<file path="config.mk">
export PLATFORM = sky130hd
export DESIGN_NAME = pae_err_regs
export DESIGN_NICKNAME = d
export VERILOG_FILES = /design/src/rtl/pae_pkg.sv /design/src/rtl/pae_wr_if.sv /design/src/rtl/pae_err_regs.sv /design/src/rtl/pae_rw_bank.sv /design/src/rtl/pae_w1c_bank.sv
export SDC_FILE = /design/constraint.sdc
export NUM_CORES = 1
export LEC_CHECK = 0
export BUFFER_PORTS_ARGS = -buffer_cell sky130_fd_sc_hd__buf_2
export CAP_MARGIN = 20
export CORE_MARGIN = 5
export CORE_UTILIZATION = 57
export DETAILED_ROUTE_END_ITERATION = 10
export PLACE_DENSITY = 0.95
export SLEW_MARGIN = 20
export SYNTH_ARGS = -nofsm -noshare
export SYNTH_HDL_FRONTEND = slang
export SYNTH_HIERARCHICAL = 1
export SYNTH_SLANG_ARGS = --single-unit
</file>
<file path="constraint.sdc">
create_clock -name clk -period 3 [get_ports clk]
set_input_delay 0 -clock clk [delete_from_list [all_inputs] [get_ports clk]]
set_output_delay 0 -clock clk [all_outputs]
set_load 0.01 [all_outputs]
</file>
<file path="src/rtl/pae_pkg.sv">
// Constants and register map of the error reporting register bank
//
// Functional notes
// - Mask bit 0 hides training error reports
// - Mask bit 4 hides data link protocol errors
// - Mask bit 12 hides poisoned TLP reports
// - Mask bits 13-17 hide their own events
// - Mask bits 18-20 hide; mask resets zero
// - Severity bit one fatal, zero non-fatal
// - Severity reset fatal for five error types
// - Receiver error sets correctable status bit 0
// - Bad TLP sets bit 6, bad DLLP 7
// - Replay counter rollover sets status bit 8
// - Replay timer timeout sets status bit 12
// - Uncorrectable status flags share mask bit positions
// - Correctable mask hides correctable event reports
package pae_pkg;

  localparam int ADDR_W = 12;
  localparam int DATA_W = 32;
  localparam int UNC_W = 21;
  localparam int COR_W = 13;
  localparam int IRQ_W = 3;

  // Register byte offsets
  localparam logic [ADDR_W-1:0] UNC_STS_OFF = 12'h104;
  localparam logic [ADDR_W-1:0] UNC_MSK_OFF = 12'h108;
  localparam logic [ADDR_W-1:0] UNC_SEV_OFF = 12'h10c;
  localparam logic [ADDR_W-1:0] COR_STS_OFF = 12'h110;
  localparam logic [ADDR_W-1:0] COR_MSK_OFF = 12'h114;
  localparam logic [ADDR_W-1:0] IRQ_STS_OFF = 12'h130;
  localparam logic [ADDR_W-1:0] IRQ_ENA_OFF = 12'h134;

  // Implemented bit positions; all others are reserved
  localparam logic [UNC_W-1:0] UNC_VALID = 21'h1ff011;
  localparam logic [COR_W-1:0] COR_VALID = 13'h11c1;
  localparam logic [IRQ_W-1:0] IRQ_VALID = 3'h7;

  // Reset values
  localparam logic [UNC_W-1:0] UNC_MSK_RST = 21'h000000;
  localparam logic [UNC_W-1:0] UNC_SEV_RST = 21'h062011;
  localparam logic [UNC_W-1:0] UNC_STS_RST = 21'h000000;
  localparam logic [COR_W-1:0] COR_STS_RST = 13'h0000;
  localparam logic [COR_W-1:0] COR_MSK_RST = 13'h0000;
  localparam logic [IRQ_W-1:0] IRQ_RST = 3'h0;

  // Interrupt cause positions
  localparam int IRQ_FATAL_BIT = 0;
  localparam int IRQ_NONFATAL_BIT = 1;
  localparam int IRQ_COR_BIT = 2;

endpackage

</file>
<file path="src/rtl/pae_wr_if.sv">
// Write carrier between the register decoder and a storage bank
`timescale 1ns/1ns
`default_nettype none
interface pae_wr_if #(
  parameter int W = 32
);
  logic we;
  logic [W-1:0] wdata;
  modport drv (output we, output wdata);
  modport snk (input we, input wdata);
endinterface
`default_nettype wire

</file>
<file path="src/rtl/pae_err_regs.sv">
// Error reporting register bank: masks, severity, status and reporting
`timescale 1ns/1ns
`default_nettype none
module pae_err_regs (
  input wire logic clk,
  input wire logic rstn,
  input wire logic hot_rst,
  input wire logic [pae_pkg::ADDR_W-1:0] addr,
  input wire logic [pae_pkg::DATA_W-1:0] wdata,
  input wire logic wr,
  input wire logic rd,
  output logic [pae_pkg::DATA_W-1:0] rdata,
  input wire logic [pae_pkg::UNC_W-1:0] unc_evt,
  input wire logic [pae_pkg::COR_W-1:0] cor_evt,
  output logic hdr_log_req,
  output logic [pae_pkg::UNC_W-1:0] hdr_log_src,
  output logic msg_fatal,
  output logic msg_nonfatal,
  output logic msg_cor,
  output logic irq
);

  // Address match used by every write select
  function automatic logic hit(
    input logic [pae_pkg::ADDR_W-1:0] a,
    input logic [pae_pkg::ADDR_W-1:0] off
  );
    hit = (a == off);
  endfunction

  // Zero-extend a narrow register into a bus word
  function automatic logic [pae_pkg::DATA_W-1:0] unc_word(
    input logic [pae_pkg::UNC_W-1:0] v
  );
    unc_word = {{(pae_pkg::DATA_W - pae_pkg::UNC_W){1'b0}}, v};
  endfunction

  function automatic logic [pae_pkg::DATA_W-1:0] cor_word(
    input logic [pae_pkg::COR_W-1:0] v
  );
    cor_word = {{(pae_pkg::DATA_W - pae_pkg::COR_W){1'b0}}, v};
  endfunction

  logic [pae_pkg::UNC_W-1:0] unc_sts;
  logic [pae_pkg::UNC_W-1:0] unc_msk;
  logic [pae_pkg::UNC_W-1:0] unc_sev;
  logic [pae_pkg::COR_W-1:0] cor_sts;
  logic [pae_pkg::COR_W-1:0] cor_msk;
  logic [pae_pkg::IRQ_W-1:0] irq_sts;
  logic [pae_pkg::IRQ_W-1:0] irq_ena;
  logic [pae_pkg::IRQ_W-1:0] irq_set;
  logic [pae_pkg::UNC_W-1:0] unc_rep;
  logic [pae_pkg::COR_W-1:0] cor_rep;
  logic [pae_pkg::DATA_W-1:0] rdata_reg;
  logic [pae_pkg::DATA_W-1:0] rdata_next;
  logic hdr_log_reg;
  logic [pae_pkg::UNC_W-1:0] hdr_src_reg;
  logic msg_fatal_reg;
  logic msg_nonfatal_reg;
  logic msg_cor_reg;
  logic irq_reg;
  logic rep_fatal;
  logic rep_nonfatal;
  logic rep_cor;

  pae_wr_if #(.W(pae_pkg::UNC_W)) unc_sts_wr ();
  pae_wr_if #(.W(pae_pkg::UNC_W)) unc_msk_wr ();
  pae_wr_if #(.W(pae_pkg::UNC_W)) unc_sev_wr ();
  pae_wr_if #(.W(pae_pkg::COR_W)) cor_sts_wr ();
  pae_wr_if #(.W(pae_pkg::COR_W)) cor_msk_wr ();
  pae_wr_if #(.W(pae_pkg::IRQ_W)) irq_sts_wr ();
  pae_wr_if #(.W(pae_pkg::IRQ_W)) irq_ena_wr ();

  // Write selects; reserved bit writes are dropped inside the banks
  assign unc_sts_wr.we = wr && hit(addr, pae_pkg::UNC_STS_OFF);
  assign unc_msk_wr.we = wr && hit(addr, pae_pkg::UNC_MSK_OFF);
  assign unc_sev_wr.we = wr && hit(addr, pae_pkg::UNC_SEV_OFF);
  assign cor_sts_wr.we = wr && hit(addr, pae_pkg::COR_STS_OFF);
  assign cor_msk_wr.we = wr && hit(addr, pae_pkg::COR_MSK_OFF);
  assign irq_sts_wr.we = wr && hit(addr, pae_pkg::IRQ_STS_OFF);
  assign irq_ena_wr.we = wr && hit(addr, pae_pkg::IRQ_ENA_OFF);

  // Narrow write data slices
  assign unc_sts_wr.wdata = wdata[pae_pkg::UNC_W-1:0];
  assign unc_msk_wr.wdata = wdata[pae_pkg::UNC_W-1:0];
  assign unc_sev_wr.wdata = wdata[pae_pkg::UNC_W-1:0];
  assign cor_sts_wr.wdata = wdata[pae_pkg::COR_W-1:0];
  assign cor_msk_wr.wdata = wdata[pae_pkg::COR_W-1:0];
  assign irq_sts_wr.wdata = wdata[pae_pkg::IRQ_W-1:0];
  assign irq_ena_wr.wdata = wdata[pae_pkg::IRQ_W-1:0];

  // Uncorrectable status, one flag per event at the mask positions
  pae_w1c_bank #(
    .W(pae_pkg::UNC_W),
    .VALID(pae_pkg::UNC_VALID),
    .RSTV(pae_pkg::UNC_STS_RST)
  ) u_unc_sts (
    .clk(clk),
    .rstn(rstn),
    .clr(1'b0),
    .set(unc_evt),
    .wr(unc_sts_wr),
    .q(unc_sts)
  );

  // Uncorrectable mask, sticky, resets to all clear
  pae_rw_bank #(
    .W(pae_pkg::UNC_W),
    .VALID(pae_pkg::UNC_VALID),
    .RSTV(pae_pkg::UNC_MSK_RST)
  ) u_unc_msk (
    .clk(clk),
    .rstn(rstn),
    .wr(unc_msk_wr),
    .q(unc_msk)
  );

  // Severity, sticky, mixed reset pattern
  pae_rw_bank #(
    .W(pae_pkg::UNC_W),
    .VALID(pae_pkg::UNC_VALID),
    .RSTV(pae_pkg::UNC_SEV_RST)
  ) u_unc_sev (
    .clk(clk),
    .rstn(rstn),
    .wr(unc_sev_wr),
    .q(unc_sev)
  );

  // Correctable status: receiver error, bad TLP, bad DLLP, rollover, timeout
  pae_w1c_bank #(
    .W(pae_pkg::COR_W),
    .VALID(pae_pkg::COR_VALID),
    .RSTV(pae_pkg::COR_STS_RST)
  ) u_cor_sts (
    .clk(clk),
    .rstn(rstn),
    .clr(1'b0),
    .set(cor_evt),
    .wr(cor_sts_wr),
    .q(cor_sts)
  );

  // Correctable mask at the same positions
  pae_rw_bank #(
    .W(pae_pkg::COR_W),
    .VALID(pae_pkg::COR_VALID),
    .RSTV(pae_pkg::COR_MSK_RST)
  ) u_cor_msk (
    .clk(clk),
    .rstn(rstn),
    .wr(cor_msk_wr),
    .q(cor_msk)
  );

  // Interrupt causes; not sticky, so a hot reset wipes all but a cause set in that same cycle
  pae_w1c_bank #(
    .W(pae_pkg::IRQ_W),
    .VALID(pae_pkg::IRQ_VALID),
    .RSTV(pae_pkg::IRQ_RST)
  ) u_irq_sts (
    .clk(clk),
    .rstn(rstn),
    .clr(hot_rst),
    .set(irq_set),
    .wr(irq_sts_wr),
    .q(irq_sts)
  );

  // Interrupt enables, also cleared by hot reset
  always_ff @(posedge clk or negedge rstn) begin
    if (!rstn) begin
      irq_ena <= pae_pkg::IRQ_RST;
    end else if (hot_rst) begin
      irq_ena <= pae_pkg::IRQ_RST;
    end else if (irq_ena_wr.we) begin
      irq_ena <= irq_ena_wr.wdata & pae_pkg::IRQ_VALID;
    end
  end

  // Reportable events: a set mask bit hides both logging and messaging
  // Reserved event lines are ignored so stray inputs never report
  assign unc_rep = unc_evt & ~unc_msk & pae_pkg::UNC_VALID;
  assign cor_rep = cor_evt & ~cor_msk & pae_pkg::COR_VALID;

  // Severity splits uncorrectable reports into fatal and non-fatal
  assign rep_fatal = |(unc_rep & unc_sev);
  assign rep_nonfatal = |(unc_rep & ~unc_sev);
  assign rep_cor = |cor_rep;

  // Interrupt cause mapping
  always_comb begin
    irq_set = '0;
    irq_set[pae_pkg::IRQ_FATAL_BIT] = rep_fatal;
    irq_set[pae_pkg::IRQ_NONFATAL_BIT] = rep_nonfatal;
    irq_set[pae_pkg::IRQ_COR_BIT] = rep_cor;
  end

  // Header log request for unmasked uncorrectable events only
  // Masked events still set status, so software can poll them
  always_ff @(posedge clk or negedge rstn) begin
    if (!rstn) begin
      hdr_log_reg <= 1'b0;
      hdr_src_reg <= '0;
    end else if (hot_rst) begin
      hdr_log_reg <= 1'b0;
      hdr_src_reg <= '0;
    end else begin
      hdr_log_reg <= |unc_rep;
      hdr_src_reg <= unc_rep;
    end
  end

  // Error message pulses toward the root complex
  always_ff @(posedge clk or negedge rstn) begin
    if (!rstn) begin
      msg_fatal_reg <= 1'b0;
      msg_nonfatal_reg <= 1'b0;
      msg_cor_reg <= 1'b0;
    end else if (hot_rst) begin
      msg_fatal_reg <= 1'b0;
      msg_nonfatal_reg <= 1'b0;
      msg_cor_reg <= 1'b0;
    end else begin
      msg_fatal_reg <= rep_fatal;
      msg_nonfatal_reg <= rep_nonfatal;
      msg_cor_reg <= rep_cor;
    end
  end

  // Level interrupt, one cycle behind the cause flags
  always_ff @(posedge clk or negedge rstn) begin
    if (!rstn) begin
      irq_reg <= 1'b0;
    end else if (hot_rst) begin
      irq_reg <= 1'b0;
    end else begin
      irq_reg <= |(irq_sts & irq_ena);
    end
  end

  // Read mux; reserved bits come back zero from the banks
  always_comb begin
    rdata_next = '0;
    case (addr)
      pae_pkg::UNC_STS_OFF: rdata_next = unc_word(unc_sts);
      pae_pkg::UNC_MSK_OFF: rdata_next = unc_word(unc_msk);
      pae_pkg::UNC_SEV_OFF: rdata_next = unc_word(unc_sev);
      pae_pkg::COR_STS_OFF: rdata_next = cor_word(cor_sts);
      pae_pkg::COR_MSK_OFF: rdata_next = cor_word(cor_msk);
      pae_pkg::IRQ_STS_OFF: begin
        rdata_next = {{(pae_pkg::DATA_W - pae_pkg::IRQ_W){1'b0}}, irq_sts};
      end
      pae_pkg::IRQ_ENA_OFF: begin
        rdata_next = {{(pae_pkg::DATA_W - pae_pkg::IRQ_W){1'b0}}, irq_ena};
      end
      default: rdata_next = '0;
    endcase
  end

  // Read data valid only the cycle after the strobe, zero otherwise
  always_ff @(posedge clk or negedge rstn) begin
    if (!rstn) begin
      rdata_reg <= '0;
    end else if (rd) begin
      rdata_reg <= rdata_next;
    end else begin
      rdata_reg <= '0;
    end
  end

  // Every output comes straight from its flop
  assign rdata = rdata_reg;
  assign hdr_log_req = hdr_log_reg;
  assign hdr_log_src = hdr_src_reg;
  assign msg_fatal = msg_fatal_reg;
  assign msg_nonfatal = msg_nonfatal_reg;
  assign msg_cor = msg_cor_reg;
  assign irq = irq_reg;

endmodule
`default_nettype wire

</file>
<file path="src/rtl/pae_rw_bank.sv">
// Sticky read-write register bank with per-bit reset values
`timescale 1ns/1ns
`default_nettype none
module pae_rw_bank #(
  parameter int W = 21,
  parameter logic [W-1:0] VALID = '1,
  parameter logic [W-1:0] RSTV = '0
) (
  input wire logic clk,
  input wire logic rstn,
  pae_wr_if.snk wr,
  output logic [W-1:0] q
);

  // Only power-on reset touches these bits
  genvar i;
  generate
    for (i = 0; i < W; i++) begin : g_bit
      if (VALID[i]) begin : g_impl
        always_ff @(posedge clk or negedge rstn) begin
          if (!rstn) begin
            q[i] <= RSTV[i];
          end else if (wr.we) begin
            q[i] <= wr.wdata[i];
          end
        end
      end else begin : g_rsvd
        assign q[i] = 1'b0;
      end
    end
  endgenerate

endmodule
`default_nettype wire

</file>
<file path="src/rtl/pae_w1c_bank.sv">
// Sticky write-one-to-clear status bank, a set beats a clear
`timescale 1ns/1ns
`default_nettype none
module pae_w1c_bank #(
  parameter int W = 13,
  parameter logic [W-1:0] VALID = '1,
  parameter logic [W-1:0] RSTV = '0
) (
  input wire logic clk,
  input wire logic rstn,
  input wire logic clr,
  input wire logic [W-1:0] set,
  pae_wr_if.snk wr,
  output logic [W-1:0] q
);

  // Clr is a synchronous wipe for non-sticky users; sticky users tie it low
  genvar i;
  generate
    for (i = 0; i < W; i++) begin : g_bit
      if (VALID[i]) begin : g_impl
        always_ff @(posedge clk or negedge rstn) begin
          if (!rstn) begin
            q[i] <= RSTV[i];
          end else if (set[i]) begin
            q[i] <= 1'b1;
          end else if (clr || (wr.we && wr.wdata[i])) begin
            q[i] <= 1'b0;
          end
        end
      end else begin : g_rsvd
        assign q[i] = 1'b0;
      end
    end
  endgenerate

endmodule
`default_nettype wire

</file>
==> flow_summary.json <==
{
  "vias": 3808,
  "post-route-period-util": 0.847,
  "crit_required_ns": 3.25,
  "netlist_area_um2": 4850,
  "syn_inst": 454,
  "layout.nets": 663,
  "grt_max_degree": 87,
  "hp-class": "in -> reg",
  "slowest_delay_ns": 0.73,
  "setup_viol": 0,
  "crit_family": "simple AND/OR/NAND/NOR gates",
  "arrival_ns": 2.79,
  "first_pass_iters": 5,
  "antenna_found_initial": 0,
  "cts_tree": "built",
  "clk_path_buf_depth": 2,
  "synth_top_area_frac": 0.418,
  "post_cts_resized": 0,
  "viasPerCell": 5.52,
  "hold_viol_final": 0,
  "worst_pin_slew_ns": 0.927,
  "worst_setup_path_start_kind": "primary input",
  "path_class": "in -> reg",
  "end_kind": "register",
  "antenna_cells": 0,
  "grt_overflow": 0,
  "drc": 0,
  "core_um2": 8260,
  "maxSlewHeadroom": 0.377,
  "areaGrowthSynthToFinish_pct": 18.9,
  "clk_pin_slew_ns": 0.10,
  "dp_hpwl_mm": 7.97,
  "synth_ff_type": "dfrtp_1",
  "ys_types": 49,
  "setup_ws_ns": 0.459,
  "gp_congestion": 0.918,
  "synth_edf_count": 0,
  "synth_area_leaders": "dfrtp_1 (42%), buf_4 (10%), mux2i_1 (6.6%), mux2_4 (6.2%), mux2_2 (3.5%)",
  "fillCellCount": 610,
  "maxSlewViolCount": 0,
  "layout-drive-gt1-share": 0.270,
  "die_area_um2": 10400,
  "routedWlPerCell_um": 17.3,
  "synth.avg_cell_area_um2": 10.7,
  "synth_seq_area_share": 0.445,
  "leakage_nw": 2.70,
  "fmax_mhz": 394,
  "drv_cap": 0,
  "dp.cells": 626,
  "period_needed_ns": 2.54,
  "grt_pass1_wl_mm": 18.9,
  "path_buf_inv": 2,
  "ys_seq_elements": 86,
  "hold_ws_ns": 0.0456,
  "drt_wl_total_mm": 12.0,
  "ys_warn_count": 6,
  "irDropWorstVdd_mv": 0.250,
  "largest_register_ffs": 21,
  "initial_utilization": 0.587,
  "root_buffer": "clkbuf_8",
  "cp_cell_sequence": "buf_2 > or4_1 > nor4_4 > and2_1 > nand2_1 > a31o_1 > dlygate4sd3_1",
  "grt_setup_unrepaired": "false",
  "portBuffers": 85,
  "synthArstFlopShare": 1.00,
  "final.setup.tns_ns": 0,
  "clkLatencyLatePin_ns": 0.36,
  "power.density_nw_per_um2": 398,
  "yosys.cell_count.top_type": "dfrtp_1",
  "stdcell_count": 690,
  "numCtsBuffers": 9,
  "cp_slowest_cell": "or4_1",
  "drtIter0Drc": 265,
  "ant_nets": 0,
  "cts.sinks": 86,
  "status": "finished, final reports clean",
  "grt_pass1_vias": 3891,
  "die-width_um": 102,
  "io_pins": 141,
  "grt.total_usage": 0.234,
  "die_h_um": 102,
  "htree_num_levels": 3,
  "post-place-ws_ns": 0.701,
  "total_power_mw": 2.29,
  "cp_max_fo": 16,
  "synth_top_area_cell": "dfrtp_1",
  "netlist_top_cells_count": "dfrtp_1 (81), buf_4 (67), nor2_1 (37)",
  "placement_rows": 33,
  "finClkSkew_ns": 0.00834
}
where the power goes:
part | leakage, nW | internal (mW) | switching, mW | total [mW]
registers | 1.10 | 1.19 | 0.0140 | 1.20
clock network | 0.0900 | 0.320 | 0.484 | 0.804
logic | 1.50 | 0.129 | 0.159 | 0.289
worst register-to-register path: cells and delay by family (launching register included):
kind	cells	cell delay, ns
AOI/OAI and AO/OA	3	0.83
DFF	1	0.58
and+or+nand+nor	2	0.54
worst paths after layout:
kind | end | slack, ns | from | cells after the start
setup / recovery | u_unc_sts/q[16] | 0.46 | addr[4] | 7
hold / removal | rdata[1] | 0.05 | addr[6] | 4
setup reg to reg | u_irq_sts/q[1] | 0.94 | u_unc_sev/q[17] | 5
hold reg to reg | u_unc_msk/q[4] | 0.55 | u_unc_msk/q[4] | 1
max in group asynchronous | u_cor_sts/q[0] | 2.24 | rstn | 2
min in group asynchronous | u_unc_sts/q[16] | 0.24 | rstn | 2
metal layers:
layer	up-vias	routed length, µm	global-route usage
met3	23	1060	0.0403
met1	1861	4660	0.297
li1	1721	-	-
met4	0	176	0.0848
met5	-	0	0
met2	203	6060	0.404
cell type report:
class                      instances  area, µm²  share of cell area
clock buffer                       9        124              0.0215
clock inverter                     7       66.3              0.0115
inverter                          16       60.1              0.0104
multi-input combinational        326       2250               0.390
sequential                        86       2160               0.375
tap                              105        131              0.0228
timing repair buffer             141        972               0.169
placed cells by master, fill, tap and decap left out, types with 5 or more instances in the layout:
master         synthesis  layout
buf_2                  5      84
dfrtp_1               81      81
conb_1                 6      69
dlygate4sd3_1          0      48
nor2_1                37      37
mux2i_1               32      32
nand2_1               24      24
mux2_4                20      20
a22oi_1               18      18
a31o_1                18      18
inv_1                 16      16
mux2_2                15      15
nand2b_1              12      12
o22ai_1               12      12
clkbuf_8               0       9
buf_4                 67       8
and2_1                 5       5
nand3_1                5       5
or3_1                  5       5
nor3_1                 5       5
nor3b_1                5       5
nand3b_1               5       5
dfstp_2                5       5
kinds of logic (layout without fill, tap and decap cells):
| group | Yosys count | after routing | share of synthesized area |
|---|---|---|---|
| compound gates | 67 | 67 | 0.109 |
| mux | 67 | 67 | 0.163 |
| buf+inv | 105 | 173 | 0.141 |
| other cells | 6 | 69 | 0.00465 |
| flops | 86 | 86 | 0.445 |
| simple gates | 123 | 123 | 0.138 |
what timing repair did:
action / CTS / global route
hold buffers: 48 / 0
endpoints found under the hold margin: 134 / 0
buffers inserted: 0 / 0
stage by stage:
step	area [µm²]	util
after floorplan	5080	-
after global placement	5090	0.616
after detailed placement	5090	0.616
after CTS	5760	0.697
after global routing	5760	0.698
final	5760	0.698
Note: power is estimated with default switching activity, not from simulation.
